`src/rtl/uart1_pkg.sv`:
```
package uart1_pkg;
  localparam int          DATA_W        = 8;
  localparam int          ADDR_W        = 8;
  localparam int          OVERSAMPLE    = 16;
  localparam int          CNT_W         = 4;
  localparam int          BIT_IDX_W     = 3;
  localparam logic [3:0]  SAMPLE_TICK   = 4'h7;
  localparam logic [3:0]  LAST_TICK     = 4'(OVERSAMPLE - 1);
  localparam logic [2:0]  LAST_DATA_BIT = 3'h7;
  localparam logic [7:0]  TIMER_TOP     = 8'hff;
  // register offsets
  localparam logic [7:0]  CONTROL_ADDR  = 8'h9b;
  localparam logic [7:0]  BUFFER_ADDR   = 8'h9c;
  localparam logic [7:0]  RELOAD_ADDR   = 8'h9d;
  localparam logic [7:0]  STATUS_ADDR   = 8'h9e;
  localparam logic [7:0]  MASK_ADDR     = 8'h9f;
  // control field positions
  localparam int          CTL_NINE      = 7;
  localparam int          CTL_FILTER    = 5;
  localparam int          CTL_RX_EN     = 4;
  localparam int          CTL_TX_NINTH  = 3;
  localparam int          CTL_RX_NINTH  = 2;
  localparam int          CTL_TX_DONE   = 1;
  localparam int          CTL_RX_DONE   = 0;
  localparam logic [7:0]  CTL_WR_MASK   = 8'hbf;
  // status and mask field positions
  localparam int          EV_RX         = 0;
  localparam int          EV_TX         = 1;
  localparam logic [1:0]  EV_NONE       = 2'h0;
  // reset values
  localparam logic [7:0]  CONTROL_RST   = 8'h00;
  localparam logic [7:0]  RELOAD_RST    = 8'h00;
  localparam logic [7:0]  HOLD_RST      = 8'h00;
  localparam logic [1:0]  STATUS_RST    = 2'h0;
  localparam logic [1:0]  MASK_RST      = 2'h0;

  typedef enum logic [2:0] {
    TX_IDLE, TX_START, TX_DATA, TX_NINTH, TX_STOP
  } tx_state_e;

  typedef enum logic [2:0] {
    RX_IDLE, RX_START, RX_DATA, RX_NINTH, RX_STOP
  } rx_state_e;
endpackage
```
`src/rtl/uart1_core.sv`:
```
`timescale 1ns/1ps
module uart1_core (
  input  wire logic                       sys_clk,
  input  wire logic                       rst,
  input  wire logic                       clk_en,
  input  wire logic [uart1_pkg::ADDR_W-1:0] addr,
  input  wire logic [uart1_pkg::DATA_W-1:0] wr_data,
  input  wire logic                       wr_en,
  input  wire logic                       rd_en,
  output logic      [uart1_pkg::DATA_W-1:0] rd_data,
  input  wire logic                       serial_rx_line,
  output logic                            serial_tx_line,
  output logic                            irq
);
  import uart1_pkg::*;

  // register file state
  logic [7:0]     control_reg, control_next;
  logic [7:0]     reload_reg, reload_next;
  logic [7:0]     rx_hold_reg, rx_hold_next;
  logic [1:0]     status_reg, status_next;
  logic [1:0]     mask_reg, mask_next;
  logic [7:0]     rd_data_reg, rd_data_next;
  logic           irq_reg, irq_next;

  // baud generator state
  logic           half_reg, half_next;
  logic [7:0]     timer_reg, timer_next;
  logic           tick_reg, tick_next;

  // transmitter state
  tx_state_e      tx_state_reg, tx_state_next;
  logic [3:0]     tx_cnt_reg, tx_cnt_next;
  logic [2:0]     tx_bit_reg, tx_bit_next;
  logic [7:0]     tx_shift_reg, tx_shift_next;
  logic           tx_line_reg, tx_line_next;
  logic           tx_event;

  // receiver state
  logic           rx_meta_reg, rx_sync_reg, rx_prev_reg;
  logic           rx_meta_next, rx_sync_next, rx_prev_next;
  rx_state_e      rx_state_reg, rx_state_next;
  logic [3:0]     rx_cnt_reg, rx_cnt_next;
  logic [2:0]     rx_bit_reg, rx_bit_next;
  logic [7:0]     rx_shift_reg, rx_shift_next;
  logic           rx_ninth_reg, rx_ninth_next;
  logic           rx_event;
  logic           rx_ninth_value;

  logic           wr_buffer;
  logic           nine_mode;

  assign wr_buffer = wr_en && (addr == BUFFER_ADDR);
  assign nine_mode = control_reg[CTL_NINE];

  // baud generator: divide by two, then 8-bit timer reloading on overflow
  // the timer climbs from zero to its first overflow before any reload
  always_comb begin
    half_next  = ~half_reg;
    timer_next = timer_reg;
    tick_next  = 1'b0;
    if (half_reg) begin
      if (timer_reg == TIMER_TOP) begin
        timer_next = reload_reg;
        tick_next  = 1'b1;
      end else begin
        timer_next = timer_reg + 8'h01;
      end
    end
  end

  always_ff @(posedge sys_clk or posedge rst) begin
    if (rst) begin
      half_reg  <= 1'b0;
      timer_reg <= 8'h00;
      tick_reg  <= 1'b0;
    end else if (clk_en) begin
      half_reg  <= half_next;
      timer_reg <= timer_next;
      tick_reg  <= tick_next;
    end
  end

  // transmitter
  always_comb begin
    tx_state_next = tx_state_reg;
    tx_cnt_next   = tx_cnt_reg;
    tx_bit_next   = tx_bit_reg;
    tx_shift_next = tx_shift_reg;
    tx_event      = 1'b0;
    // a buffer write aborts any frame in flight and restarts
    if (wr_buffer) begin
      tx_shift_next = wr_data;
      tx_state_next = TX_START;
      tx_cnt_next   = 4'h0;
      tx_bit_next   = 3'h0;
    end else if (tick_reg) begin
      tx_cnt_next = tx_cnt_reg + 4'h1;
      if (tx_cnt_reg == LAST_TICK) begin
        case (tx_state_reg)
          TX_START: begin
            tx_state_next = TX_DATA;
          end
          TX_DATA: begin
            tx_shift_next = {1'b0, tx_shift_reg[7:1]};
            tx_bit_next   = tx_bit_reg + 3'h1;
            if (tx_bit_reg == LAST_DATA_BIT) begin
              if (nine_mode) begin
                tx_state_next = TX_NINTH;
              end else begin
                tx_state_next = TX_STOP;
                tx_event      = 1'b1;
              end
            end
          end
          TX_NINTH: begin
            tx_state_next = TX_STOP;
            tx_event      = 1'b1;
          end
          TX_STOP: begin
            tx_state_next = TX_IDLE;
          end
          default: begin
            tx_state_next = TX_IDLE;
          end
        endcase
      end
    end
    case (tx_state_next)
      TX_START: tx_line_next = 1'b0;
      TX_DATA:  tx_line_next = tx_shift_next[0];
      TX_NINTH: tx_line_next = control_reg[CTL_TX_NINTH];
      default:  tx_line_next = 1'b1;
    endcase
  end

  always_ff @(posedge sys_clk or posedge rst) begin
    if (rst) begin
      tx_state_reg <= TX_IDLE;
      tx_cnt_reg   <= 4'h0;
      tx_bit_reg   <= 3'h0;
      tx_shift_reg <= 8'h00;
      tx_line_reg  <= 1'b1;
    end else if (clk_en) begin
      tx_state_reg <= tx_state_next;
      tx_cnt_reg   <= tx_cnt_next;
      tx_bit_reg   <= tx_bit_next;
      tx_shift_reg <= tx_shift_next;
      tx_line_reg  <= tx_line_next;
    end
  end

  // receive line synchroniser; idles high so reset gives no false start
  always_comb begin
    rx_meta_next = serial_rx_line;
    rx_sync_next = rx_meta_reg;
    rx_prev_next = rx_sync_reg;
  end

  always_ff @(posedge sys_clk or posedge rst) begin
    if (rst) begin
      rx_meta_reg <= 1'b1;
      rx_sync_reg <= 1'b1;
      rx_prev_reg <= 1'b1;
    end else if (clk_en) begin
      rx_meta_reg <= rx_meta_next;
      rx_sync_reg <= rx_sync_next;
      rx_prev_reg <= rx_prev_next;
    end
  end

  // receiver
  always_comb begin
    rx_state_next  = rx_state_reg;
    rx_cnt_next    = rx_cnt_reg;
    rx_bit_next    = rx_bit_reg;
    rx_shift_next  = rx_shift_reg;
    rx_ninth_next  = rx_ninth_reg;
    rx_event       = 1'b0;
    rx_ninth_value = rx_ninth_reg;
    if (!control_reg[CTL_RX_EN]) begin
      rx_state_next = RX_IDLE;
    end else if (rx_state_reg == RX_IDLE) begin
      if (rx_prev_reg && !rx_sync_reg) begin
        rx_state_next = RX_START;
        rx_cnt_next   = 4'h0;
        rx_bit_next   = 3'h0;
      end
    end else if (tick_reg) begin
      rx_cnt_next = rx_cnt_reg + 4'h1;
      case (rx_state_reg)
        RX_START: begin
          // line back high mid start bit: noise, not a frame
          if (rx_cnt_reg == SAMPLE_TICK && rx_sync_reg) begin
            rx_state_next = RX_IDLE;
          end else if (rx_cnt_reg == LAST_TICK) begin
            rx_state_next = RX_DATA;
          end
        end
        RX_DATA: begin
          if (rx_cnt_reg == SAMPLE_TICK) begin
            rx_shift_next = {rx_sync_reg, rx_shift_reg[7:1]};
          end
          if (rx_cnt_reg == LAST_TICK) begin
            rx_bit_next = rx_bit_reg + 3'h1;
            if (rx_bit_reg == LAST_DATA_BIT) begin
              rx_state_next = nine_mode ? RX_NINTH : RX_STOP;
            end
          end
        end
        RX_NINTH: begin
          if (rx_cnt_reg == SAMPLE_TICK) begin
            rx_ninth_next = rx_sync_reg;
          end
          if (rx_cnt_reg == LAST_TICK) begin
            rx_state_next = RX_STOP;
          end
        end
        RX_STOP: begin
          if (rx_cnt_reg == SAMPLE_TICK) begin
            // a new start may be caught right after the stop midpoint
            rx_state_next = RX_IDLE;
            if (nine_mode) begin
              rx_ninth_value = rx_ninth_reg;
              rx_event = !(control_reg[CTL_FILTER] && !rx_ninth_reg);
            end else begin
              rx_ninth_value = rx_sync_reg;
              rx_event = !(control_reg[CTL_FILTER] && !rx_sync_reg);
            end
          end
        end
        default: begin
          rx_state_next = RX_IDLE;
        end
      endcase
    end
  end

  always_ff @(posedge sys_clk or posedge rst) begin
    if (rst) begin
      rx_state_reg <= RX_IDLE;
      rx_cnt_reg   <= 4'h0;
      rx_bit_reg   <= 3'h0;
      rx_shift_reg <= 8'h00;
      rx_ninth_reg <= 1'b0;
    end else if (clk_en) begin
      rx_state_reg <= rx_state_next;
      rx_cnt_reg   <= rx_cnt_next;
      rx_bit_reg   <= rx_bit_next;
      rx_shift_reg <= rx_shift_next;
      rx_ninth_reg <= rx_ninth_next;
    end
  end

  // register file, flags and interrupt
  always_comb begin
    control_next = control_reg;
    reload_next  = reload_reg;
    rx_hold_next = rx_hold_reg;
    status_next  = status_reg;
    mask_next    = mask_reg;
    rd_data_next = 8'h00;
    if (wr_en) begin
      case (addr)
        CONTROL_ADDR: control_next = wr_data & CTL_WR_MASK;
        RELOAD_ADDR:  reload_next  = wr_data;
        MASK_ADDR:    mask_next    = wr_data[1:0];
        default:      control_next = control_reg;
      endcase
    end
    // read data stand one cycle; reading status clears it
    if (rd_en) begin
      case (addr)
        CONTROL_ADDR: rd_data_next = control_reg;
        BUFFER_ADDR:  rd_data_next = rx_hold_reg;
        RELOAD_ADDR:  rd_data_next = reload_reg;
        STATUS_ADDR: begin
          rd_data_next = {6'h00, status_reg};
          status_next  = EV_NONE;
        end
        MASK_ADDR:    rd_data_next = {6'h00, mask_reg};
        default:      rd_data_next = 8'h00;
      endcase
    end
    // hardware sets come last so they win over a same-cycle clear
    if (rx_event) begin
      rx_hold_next              = rx_shift_reg;
      control_next[CTL_RX_NINTH] = rx_ninth_value;
      control_next[CTL_RX_DONE]  = 1'b1;
      status_next[EV_RX]         = 1'b1;
    end else if (rx_state_reg == RX_STOP && rx_cnt_reg == SAMPLE_TICK
                 && tick_reg && !nine_mode && !control_reg[CTL_FILTER])
    begin
      control_next[CTL_RX_NINTH] = rx_ninth_value;
    end
    if (tx_event) begin
      control_next[CTL_TX_DONE] = 1'b1;
      status_next[EV_TX]        = 1'b1;
    end
    irq_next = |(status_next & mask_next);
  end

  always_ff @(posedge sys_clk or posedge rst) begin
    if (rst) begin
      control_reg <= CONTROL_RST;
      reload_reg  <= RELOAD_RST;
      rx_hold_reg <= HOLD_RST;
      status_reg  <= STATUS_RST;
      mask_reg    <= MASK_RST;
      rd_data_reg <= 8'h00;
      irq_reg     <= 1'b0;
    end else if (clk_en) begin
      control_reg <= control_next;
      reload_reg  <= reload_next;
      rx_hold_reg <= rx_hold_next;
      status_reg  <= status_next;
      mask_reg    <= mask_next;
      rd_data_reg <= rd_data_next;
      irq_reg     <= irq_next;
    end
  end

  assign rd_data        = rd_data_reg;
  assign serial_tx_line = tx_line_reg;
  assign irq            = irq_reg;
endmodule

```
`config.mk`:
```
export PLATFORM = sky130hd
export DESIGN_NAME = uart1_core
export DESIGN_NICKNAME = d
export VERILOG_FILES = /design/src/rtl/uart1_pkg.sv /design/src/rtl/uart1_core.sv
export SDC_FILE = /design/constraint.sdc
export NUM_CORES = 1
export LEC_CHECK = 0
export BUFFER_PORTS_ARGS = -buffer_cell sky130_fd_sc_hd__buf_4
export CORE_ASPECT_RATIO = 1.2
export CORE_UTILIZATION = 29
export CTS_CLUSTER_DIAMETER = 100
export CTS_CLUSTER_SIZE = 12
export DETAILED_ROUTE_END_ITERATION = 12
export GPL_TIMING_DRIVEN = 0
export PLACE_DENSITY = 0.42
export SYNTH_ARGS = -nofsm -noshare
export SYNTH_HDL_FRONTEND = slang
export SYNTH_SLANG_ARGS = --single-unit
```
`constraint.sdc`:
```
create_clock -name sys_clk -period 3 [get_ports sys_clk]
set_input_delay 0.6 -clock sys_clk [delete_from_list [all_inputs] [get_ports sys_clk]]
set_output_delay 0.6 -clock sys_clk [all_outputs]
set_load 0.01 [all_outputs]
```
# Yosys cells after proc, flatten, opt, wreduce, memory -nomap -nowiden
# Index checks and enable logic that the tools add are counted.
[word_totals]
latch_bits = 0
rom_bits = 0
ram_bits = 0
n_memories = 0
word_cells = 178
ff_bits = 87
[classes]
n_div = 0
shift = 0
magnitude_cmp = 0
mul = 0
add_sub_neg = 5
n_reduce_logical = 43
n_mux = 71
eq_ne = 29
bitwise = 3
[op_table]
columns = ["op", "n"]
rows = [
  ["3-bit 2-to-1 mux", 26],
  ["8-bit == test, second input constant", 6],
  ["8-bit 2-to-1 mux", 6],
  ["8-bit one-hot mux with 5 select lines", 1],
  ["1-bit 2-to-1 mux", 25],
  ["4-bit 2-to-1 mux", 5],
  ["2-bit nonzero test", 10],
  ["3-bit by 2-bit == test with 1-bit output, second input constant", 6],
  ["6-bit AND reduction", 3],
  ["3-bit AND reduction", 5],
  ["4-bit inequality test, second input constant", 3],
  ["3-bit one-hot mux with 4 select lines", 1],
  ["3-bit by 1-bit == test with 1-bit output, second input constant", 3],
  ["3-bit == test, second input constant", 3],
  ["1-bit logical AND", 9],
  ["3-bit one-hot mux with 3 select lines", 1],
  ["4-bit by 1-bit adder with 4-bit output, second input constant", 2],
  ["8-bit by 1-bit adder with 8-bit output, second input constant", 1],
  ["4-bit == test, second input constant", 2],
  ["2-bit 2-to-1 mux", 4],
  ["4-bit AND reduction", 2],
  ["8-bit AND reduction", 1],
  ["3-bit by 1-bit adder with 3-bit output, second input constant", 2],
  ["1-bit zero test", 6],
  ["other kinds (14)", 18],
]

# Depth between registers and ports, before layout
# Gate-level depths: netlist of the first run.
[depth]
depth_word = 12
ltp_mapped = 7
mapped_depth_nobuf = 7

# Worst setup path before layout of the first run
# OpenSTA, ideal clock, no wires.
[synth_timing]
path_type = "input-to-reg"
from = "input addr[5] in the netlist's numbering"
to = "register reload_reg[0]"
t_arrival_ns = 1.934
path_stages = 6
path_slack_ns = 0.941
path_buffers = 1
path_cell_list = "and3b_2 > nand2b_4 > nor4b_4 > and2b_1 > buf_4 > mux2_2"
[synth_between]
elab_chain_cells = 2
[synth_lines]
columns = ["item", "line", "text"]
rows = [
  ["start, declared", "uart1_core.sv:6", "input wire logic [uart1_pkg::ADDR_W-1:0] addr,"],
  ["8-bit == test", "uart1_core.sv:264", "case (addr)"],
  ["3-bit AND reduction (no line)", "n/a", ""],
  ["end signal, assigned", "uart1_core.sv:314", "reload_reg <= reload_next;"],
  ["end, declared", "uart1_core.sv:19", "logic [7:0] reload_reg, reload_next;"],
]
# Every way passes these cells.
# A chain may end at the register's enable or synchronous reset.

# Final worst setup path of the first run
[layout_timing]
from = "input addr[5] in the netlist's numbering"
to = "register reload_reg[7]"
# Same word-level chain as after synthesis.

==> impl_metrics.tcl, run 1 <==
set metrics [dict create \
    status "completed" \
    ys_seq_elements 87 \
    via_count 3342 \
    yosysWarnings 0 \
    ys_seq_area_frac 0.487 \
    p_clk_frac 0.444 \
    drive_gt1_frac 0.266 \
    drv_slew 0 \
    clockRootBuffer "clkbuf_16" \
    synth_top_cell_by_area "dfrtp_1" \
    maxCapViolCount 0 \
    setup_viol 0 \
    clockBufferDepth 2 \
    crit_arrival_ns 2.37 \
    drtIter0Drc 183 \
    core_area_um2 15000 \
    syn-instance-count 407 \
    n_fill_cell 1526 \
    fin_ws_ns 0.855 \
    grt-ovfl-total 0 \
    num_antenna_cells 0 \
    synth_edf_count 0 \
    crit_type "primary input to flip-flop" \
    drt-total-wl_mm 11.8 \
    drt-vias-per-instance 5.10 \
    post_cts_buffers 0 \
    cp_slowest_stage_delay_ns 0.55 \
    fin_tns_setup_ns 0 \
    hold_violations 0 \
    dpl.hpwl_mm 8.59 \
    vdd_drop_max_mv 0.356 \
    max_freq_ghz 0.466 \
    end_kind "flip-flop" \
    die_h_um 138 \
    cp_cell_sequence "buf_4, and3b_2, nand2b_4, nor4b_4, and2b_1, buf_4, mux2_2" \
    cts.sinks 87 \
    clk_pin_slew_worst_paths_ns 0.07 \
    postCtsHoldBufs 0 \
    die-area_um2 16000 \
    avgRoutedWirePerCell_um 18.1 \
    start_kind "primary input" \
    areaGrowthSynthToFinish_pct 18.2 \
    drc_errors 0 \
    antenna_found_initial 0 \
    slew_headroom 0.367 \
    cp_max_fo 9 \
    h-tree-depth 3 \
    gp_congestion 0.776 \
    grt_max_degree 66 \
    worstPathRequired_ns 3.23 \
    switchingPower_uw 696 \
    cts_made_buffers 9 \
    pwr-share-comb 0.090 \
    power_switching_share 0.250 \
    die_x_um 116 \
    grt_pass1_vias 3379 \
    start_util 0.298 \
    hp-class "primary input to asynchronous set/reset pin" \
    worst_clock_skew_ns 0.00782 \
    clock_latency_ns 0.35 \
    rows 49 \
    cellInternalPower_uw 2090 \
    ctsResizeCount 0 \
    cp_slowest_cell "nor4b_4" \
    syn_area_um2 4480 \
    grt_pass1_wl_mm 19.0 \
    port_buffers 28 \
    ant_nets 0 \
    cts_tree "yes" \
    crit_family "simple AND/OR/NAND/NOR gates" \
    synth_nets 436 \
    ys_types 70 \
    synth_top_flop_cell "dfrtp_1" \
    io_pins 32 \
    grt_use_total 0.159 \
    seqPwrFrac 0.466 \
    fin_crit_ns 2.14 \
    avgSynthCellArea_um2 11.0 \
    power_leakage_uw 0.00241 \
    first_pass_iters 5 \
    synthTopCellsByArea "dfrtp_1 (46%), mux2_2 (9.5%), nand2_1 (3.0%)" \
    synth_top_area_frac 0.463 \
    worst_slew_pin_slew_ns 0.949 \
    rsz0062_at_grt "no" \
    async_reset_ff_frac 1.00 \
    crit_top_cell "buf_4" \
    cp.buffers_inverters 2 \
    p_per_area_nw_per_um2 527 \
    post-place-ws_ns 0.492 \
    final_nets 476 \
    post-route-period-util 0.715 \
]
==> synth_stat cells, drive strengths merged, types with 4 or more instances <==
| cell | instances |
|---|---|
| a22o | 7 |
| dfstp | 4 |
| o22ai | 6 |
| o21ai | 21 |
| nand3 | 12 |
| nand4 | 6 |
| nand2b | 5 |
| mux2 | 38 |
| inv | 8 |
| nor3 | 6 |
| ha | 7 |
| nor4b | 4 |
| nor2 | 26 |
| o2bb2ai | 10 |
| mux2i | 9 |
| dfrtp | 83 |
| a222oi | 5 |
| a21oi | 25 |
| nor2b | 4 |
| and2 | 7 |
| buf | 13 |
| and4 | 4 |
| a211oi | 4 |
| a32o | 4 |
| nand2 | 37 |
| clkbuf | 6 |
==> per-layer routing <==
layer | vias up | routed length, µm | GRT usage | part of all wire
met1 | 1690 | 5490 | 0.209 | 0.46
met4 | 0 | 203 | 0.0622 | 0.017
met5 | - | 0 | 0 | 0
met3 | 12 | 295 | 0.0224 | 0.025
li1 | 1596 | - | - | -
met2 | 44 | 5860 | 0.261 | 0.49
==> stage by stage <==
stage / util / instances / total power, µW / hold slack, ns / instance area, µm²
after detailed placement: 0.331 / 640 / 1580 / 0.477 / 4980
after floorplan: - / 407 / 1470 / 0.440 / 4480
final: 0.353 / 655 / 2790 / 0.218 / 5300
after CTS: 0.353 / 655 / 2820 / 0.226 / 5300
after global routing: 0.353 / 655 / 2900 / 0.247 / 5300
after global placement: 0.329 / 639 / 1570 / 0.471 / 4950
==> worst register-to-register path, delay by kind of cell (launching register included) <==
family | cells | cell delay (ns)
flip-flops | 1 | 0.51
multiplexers | 2 | 0.46
AO/OA/AOI/OAI | 1 | 0.53
buffers and inverters | 1 | 0.20
AND/OR/NAND/NOR | 1 | 0.19
==> power by group through the flow <==
stage	clock (µW)	combinational, µW	sequential (µW)
after global routing	1310	281	1310
final	1240	250	1300
after CTS	1260	255	1300
after global placement	0	247	1320
after floorplan	0	169	1310
after detailed placement	0	254	1320
==> logic make-up (layout without fill, tap and decap cells) <==
logic type | count (synthesis) | in the layout | share of synthesized area
compound gates | 103 | 103 | 0.164
xor+xnor | 4 | 4 | 0.00782
fa+ha+maj | 7 | 7 | 0.0195
buf+inv | 27 | 71 | 0.0296
flops | 87 | 87 | 0.487
mux | 47 | 47 | 0.116
simple gates | 132 | 132 | 0.177
==> area by class of cell <==
class                           instances  area, µm²  area share
Buffer                                 19        103      0.0194
Clock buffer                           10        239      0.0451
Clock inverter                          5       81.3      0.0153
Inverter                                8       32.5     0.00614
Multi-Input combinational cell        293       2170       0.409
Sequential cell                        87       2180       0.412
Tap cell                              204        255      0.0482
Timing Repair Buffer                   29        238      0.0449
==> final timing paths <==
check                                   from             end  slack, ns  cells after the start
max in group asynchronous                rst    timer_reg[6]       2.14                      3
worst min-delay path                     rst   rx_cnt_reg[3]       0.22                      2
min in group sys_clk              rd_data[5]      rd_data[5]       0.49                      1
worst min register to register    rd_data[5]      rd_data[5]       0.49                      1
worst max register to register  rx_prev_next  rx_hold_reg[7]       1.00                      5
worst max-delay path                 addr[5]   reload_reg[7]       0.86                      7
==> placed cells by master, fill, tap and decap left out, drive strengths merged, types with 4 or more instances in the layout <==
cell	count
a211oi	4
a21oi	25
a222oi	5
a22o	7
a32o	4
and2	7
and4	4
buf	42
clkbuf	16
dfrtp	83
dfstp	4
ha	7
inv	9
mux2	38
mux2i	9
nand2	37
nand2b	5
nand3	12
nand4	6
nor2	26
nor2b	4
nor3	6
nor4b	4
o21ai	21
o22ai	6
o2bb2ai	10
(Power assumes the default switching activity.)
==> inputs of run 2 (changes only) <==
==> constraint.sdc (replaced) <==
create_clock -name sys_clk -period 1.7 [get_ports sys_clk]
set_input_delay 0.34 -clock sys_clk [delete_from_list [all_inputs] [get_ports sys_clk]]
set_output_delay 0.34 -clock sys_clk [all_outputs]
set_load 0.01 [all_outputs]
==> impl_metrics.tcl, run 2 (same netlist as run 1, synthesis figures left out) <==
set metrics [dict create \
    status "complete, but fails checks" \
    clockBufferDepth 2 \
    wl_met3_um 334 \
    ant_nets 0 \
    areaGrowthSynthToFinish_pct 32.0 \
    top_layer "met4" \
    drtIter0Drc 199 \
    h-tree-depth 3 \
    pwr-share-comb 0.106 \
    seqPwrFrac 0.492 \
    drt-vias-per-instance 5.18 \
    grt_pass1_vias 3650 \
    drv_slew 0 \
    num_antenna_cells 0 \
    antenna_found_initial 0 \
    final_nets 518 \
    total_power_uw 4690 \
    regArea_um2 2190 \
    vdd_drop_max_mv 0.583 \
    grt_max_degree 35 \
    switchingPower_uw 1250 \
    avgRoutedWirePerCell_um 18.0 \
    crit_arrival_ns 2.03 \
    start_util 0.298 \
    clk_pin_slew_worst_paths_ns 0.07 \
    drt-total-wl_mm 12.6 \
    rows 49 \
    p_clk_frac 0.403 \
    max_freq_ghz 0.568 \
    die_x_um 116 \
    maxCapViolCount 0 \
    worst_clock_skew_ns 0.0116 \
    finish.utilization 0.394 \
    drive_gt1_frac 0.415 \
    grt-ovfl-total 0 \
    first_pass_iters 5 \
    die-area_um2 16000 \
    multi_input_area_um2 2450 \
    worst_slew_pin_slew_ns 0.678 \
    cts_made_buffers 9 \
    clockRootBuffer "clkbuf_16" \
    io_pins 32 \
    post-route-period-util 1.04 \
    end_kind "flip-flop" \
    setup_viol 20 \
    drc_errors 0 \
    cts.sinks 87 \
    rsz0062_at_grt "yes" \
    power_switching_share 0.266 \
    cp_max_fo 5 \
    slew_headroom 0.548 \
    worstPathRequired_ns 1.97 \
    p_per_area_nw_per_um2 793 \
    layout_commonest_cell "dfrtp_1" \
    die_h_um 138 \
    cts_tree "yes" \
    fin_crit_ns 1.76 \
    hp-class "primary input to asynchronous set/reset pin" \
    power_leakage_uw 0.00266 \
    port_buffers 28 \
    via_count 3618 \
    violations "setup timing" \
    final_cell_mix "dfrtp_1 (80), buf_4 (65), nand2_1 (32)" \
    clock_latency_ns 0.35 \
    gp_congestion 0.784 \
    wl_met2_mm 6.18 \
    grt_pass1_wl_mm 20.1 \
    core_area_um2 15000 \
    start_kind "flip-flop" \
    crit_type "flip-flop to flip-flop" \
    dpl.hpwl_mm 8.57 \
    grt_use_total 0.167 \
    hold_violations 0 \
    fin_ws_ns -0.0615 \
    n_fill_cell 1487 \
    m1WireLength_mm 5.89 \
    cellInternalPower_uw 3440 \
]
-- run 2: changes by cell type in the layout (fill, tap and decap cells not counted), moves of 4 or more --
cell | before | now
a21oi_1 | 25 | 21
o21ai_0 | 20 | 15
mux2_4 | 0 | 8
mux2_2 | 38 | 30
o21ai_2 | 0 | 4
nand2_1 | 36 | 32
ha_1 | 7 | 1
buf_4 | 31 | 65
buf_6 | 1 | 9
-- run 2: layout make-up --
cell class,instances,area share
inverters,8,0.00571
flip-flops and latches,87,0.369
repair buffers,71,0.0983
multi-input cells,294,0.414
clock inverters,5,0.00550
plain buffers,18,0.0228
clock buffers,11,0.0410
well taps,204,0.0431
-- run 2: stage by stage --
stage               std cells  setup TNS (ns)  setup slack (ns)  hold slack [ns]  cell area (µm²)
floorplan                 407           -1.15           -0.0899            0.440             4560
global placement          639          -51.54            -0.549            0.473             5030
detailed placement        641          -20.76            -0.552            0.447             5070
CTS                       684          -0.126           -0.0536           0.0695             5720
global route              698           -2.03            -0.164            0.103             5920
finish                    698          -0.522           -0.0615           0.0561             5920
-- run 2: final timing paths --
kind	start	endpoint	slack, ns	cells after the start
max in group asynchronous	rst	serial_tx_line	1.01	3
max reg2reg	rx_cnt_reg[0]	irq	-0.06	7
min reg2reg	rd_data[6]	rd_data[6]	0.49	1
min in group sys_clk	serial_rx_line	rx_meta_reg	0.22	2
max	rx_cnt_reg[0]	irq	-0.06	7
min	rst	timer_reg[5]	0.06	2
-- run 2: metal layers --
| metal | vias up | track usage |
|---|---|---|
| met5 | - | 0 |
| li1 | 1689 | - |
| met1 | 1862 | 0.224 |
| met4 | 0 | 0.0595 |
| met2 | 58 | 0.269 |
| met3 | 9 | 0.0267 |
-- run 2: worst max-delay path, cell delays in order, from the launching register on --
cell and delay, ns:
dfrtp_1 0.43, ha_4 0.21, nand4b_4 0.15, a2111oi_4 0.26, buf_6 0.20, a32o_2 0.19
nand2_2 0.07, o221ai_2 0.16
-- run 2: timing repair --
| action | in CTS | in global routing |
|---|---|---|
| resized for setup | 39 | 31 |
| setup endpoints to repair | 65 | 45 |
| pin swaps | 19 | 20 |
| cloned | 1 | 0 |
| hold buffers | 0 | 0 |
| buffers inserted | 26 | 15 |
-- run 2: power by group through the flow --
stage                     Combinational (µW)  Sequential, µW  Clock [µW]
after floorplan                          306            2300           0
after global placement                   446            2330           0
after detailed placement                 460            2330           0
after CTS                                490            2300        1940
after global routing                     558            2320        2000
final                                    495            2310        1890
==> inputs of run 3 (changes only) <==
--- a/config.mk
+++ b/config.mk
@@ -16,3 +16,4 @@
 export SYNTH_ARGS = -nofsm -noshare
 export SYNTH_HDL_FRONTEND = slang
 export SYNTH_SLANG_ARGS = --single-unit
+export TNS_END_PERCENT = 10
==> impl_metrics.tcl, run 3 (same netlist as run 1, synthesis figures left out) <==
set metrics [dict create \
    io_pins 32 \
    die-area_um2 16000 \
    port_buffers 28 \
    violations "setup timing" \
    rows 49 \
    max_freq_ghz 0.563 \
    drt-vias-per-instance 5.08 \
    slew_headroom 0.579 \
    antenna_found_initial 0 \
    worst_clock_skew_ns 0.00529 \
    avgRoutedWirePerCell_um 17.9 \
    cts_tree "yes" \
    cts.sinks 87 \
    rsz0062_at_grt "yes" \
    grt_pass1_vias 3447 \
    reg2reg_slack_ns -0.07 \
    maxCapViolCount 0 \
    grt_max_degree 38 \
    stdcell_count 681 \
    drv_slew 0 \
    crit_type "flip-flop to flip-flop" \
    die_x_um 116 \
    grt_use_total 0.161 \
    worstPathRequired_ns 1.96 \
    start_kind "flip-flop" \
    power_leakage_uw 0.00253 \
    first_pass_iters 5 \
    setup_viol 12 \
    regToRegEndpoint "irq" \
    r2r_start "tx_cnt_reg[1]" \
    total_power_uw 4580 \
    drive_gt1_frac 0.384 \
    cp_max_fo 4 \
    ant_nets 0 \
    die_h_um 138 \
    start_util 0.298 \
    worst_slew_pin_slew_ns 0.632 \
    layout_commonest_cell "dfrtp_1" \
    hp-class "primary input to asynchronous set/reset pin" \
    postCtsHoldBufs 0 \
    final_nets 503 \
    fin_crit_ns 1.77 \
    dpl.hpwl_mm 8.64 \
    areaGrowthSynthToFinish_pct 27.5 \
    hold_violations 0 \
    gp_congestion 0.758 \
    grt-ovfl-total 0 \
    drt-total-wl_mm 12.2 \
    multi_input_area_um2 2390 \
    h-tree-depth 3 \
    status "complete, but fails checks" \
    vdd_drop_max_mv 0.518 \
    n_fill_cell 1494 \
    end_kind "flip-flop" \
    regArea_um2 2190 \
    clockBufferDepth 2 \
    post-route-period-util 1.04 \
    num_antenna_cells 0 \
    dpl.cell_count 641 \
    fin_tns_setup_ns -0.468 \
    crit_arrival_ns 2.03 \
    clockRootBuffer "clkbuf_16" \
    core_area_um2 15000 \
    p_per_area_nw_per_um2 801 \
    clock_latency_ns 0.34 \
    via_count 3461 \
    fin_ws_ns -0.0750 \
    startpoint "tx_cnt_reg[1]" \
    cts_made_buffers 9 \
    final_cell_mix "dfrtp_1 (78), buf_4 (54), mux2_2 (38)" \
    clk_pin_slew_worst_paths_ns 0.06 \
    crit_end "irq" \
    drc_errors 0 \
    ff2ff_path_depth 6 \
    grt_pass1_wl_mm 19.3 \
    drtIter0Drc 170 \
]
-- run 3: changes by cell type in the layout (fill, tap and decap cells not counted), sizes merged --
cell / change
buf: -15
clkinv: -2
clkinvlp: +2
inv: -1
nand2: -1
-- run 3: how the worst min path moves through the flow --
| stage | to | slack (ns) | cells past startpoint |
|---|---|---|---|
| 5_1_grt | rx_shift_reg[4] | 0.03 | 2 |
| 3_3_place_gp | rx_bit_reg[1] | 0.47 | 2 |
| 6_report | rx_shift_reg[4] | 0.009 | 2 |
| 4_1_cts | rd_data[7] | 0.02 | 2 |
| 2_1_floorplan | tx_shift_reg[7] | 0.44 | 2 |
| 3_5_place_dp | rx_shift_reg[4] | 0.39 | 2 |
-- run 3: layout make-up --
cell class,count,share of cell area
multi-input cells,293,0.418
flip-flops and latches,87,0.383
repair buffers,57,0.0827
well taps,204,0.0446
clock buffers,10,0.0401
plain buffers,18,0.0217
inverters,8,0.00591
clock inverters,4,0.00438
-- run 3: worst max-delay path: stages, from the launching register on --
cell       delay, ns
dfrtp_1         0.40
ha_4            0.17
and4_4          0.25
o2111ai_2       0.14
or3_4           0.42
and2_4          0.15
o221ai_2        0.17
-- run 3: through the flow --
step            util  worst slack, ns  instance area, µm²  hold slack, ns
2_1_floorplan      -          -0.0990                4490           0.440
4_1_cts        0.357           -0.157                5370          0.0204
5_1_grt        0.381           -0.109                5720          0.0326
3_3_place_gp   0.330           -0.523                4950           0.473
3_5_place_dp   0.332           -0.549                4990           0.392
6_report       0.381          -0.0750                5720         0.00906
-- run 3: routing by layer --
metal	GRT usage	share of wire	vias up
li1	-	-	1653
met1	0.224	0.49	1740
met2	0.249	0.48	54
met3	0.0259	0.025	14
met4	0.0622	0.014	0
met5	0	0	-
-- run 3: power breakdown --
part	switching, µW	leakage (µW)	internal [µW]
clock network	825	0.000120	969
logic	267	0.00126	211
registers	114	0.00115	2190
-- run 3: repair_timing --
item | 4_1_cts | 5_1_grt
setup endpoints to repair | 66 | 48
resized for setup | 17 | 52
pin swaps | 4 | 15
setup buffers | 7 | 20
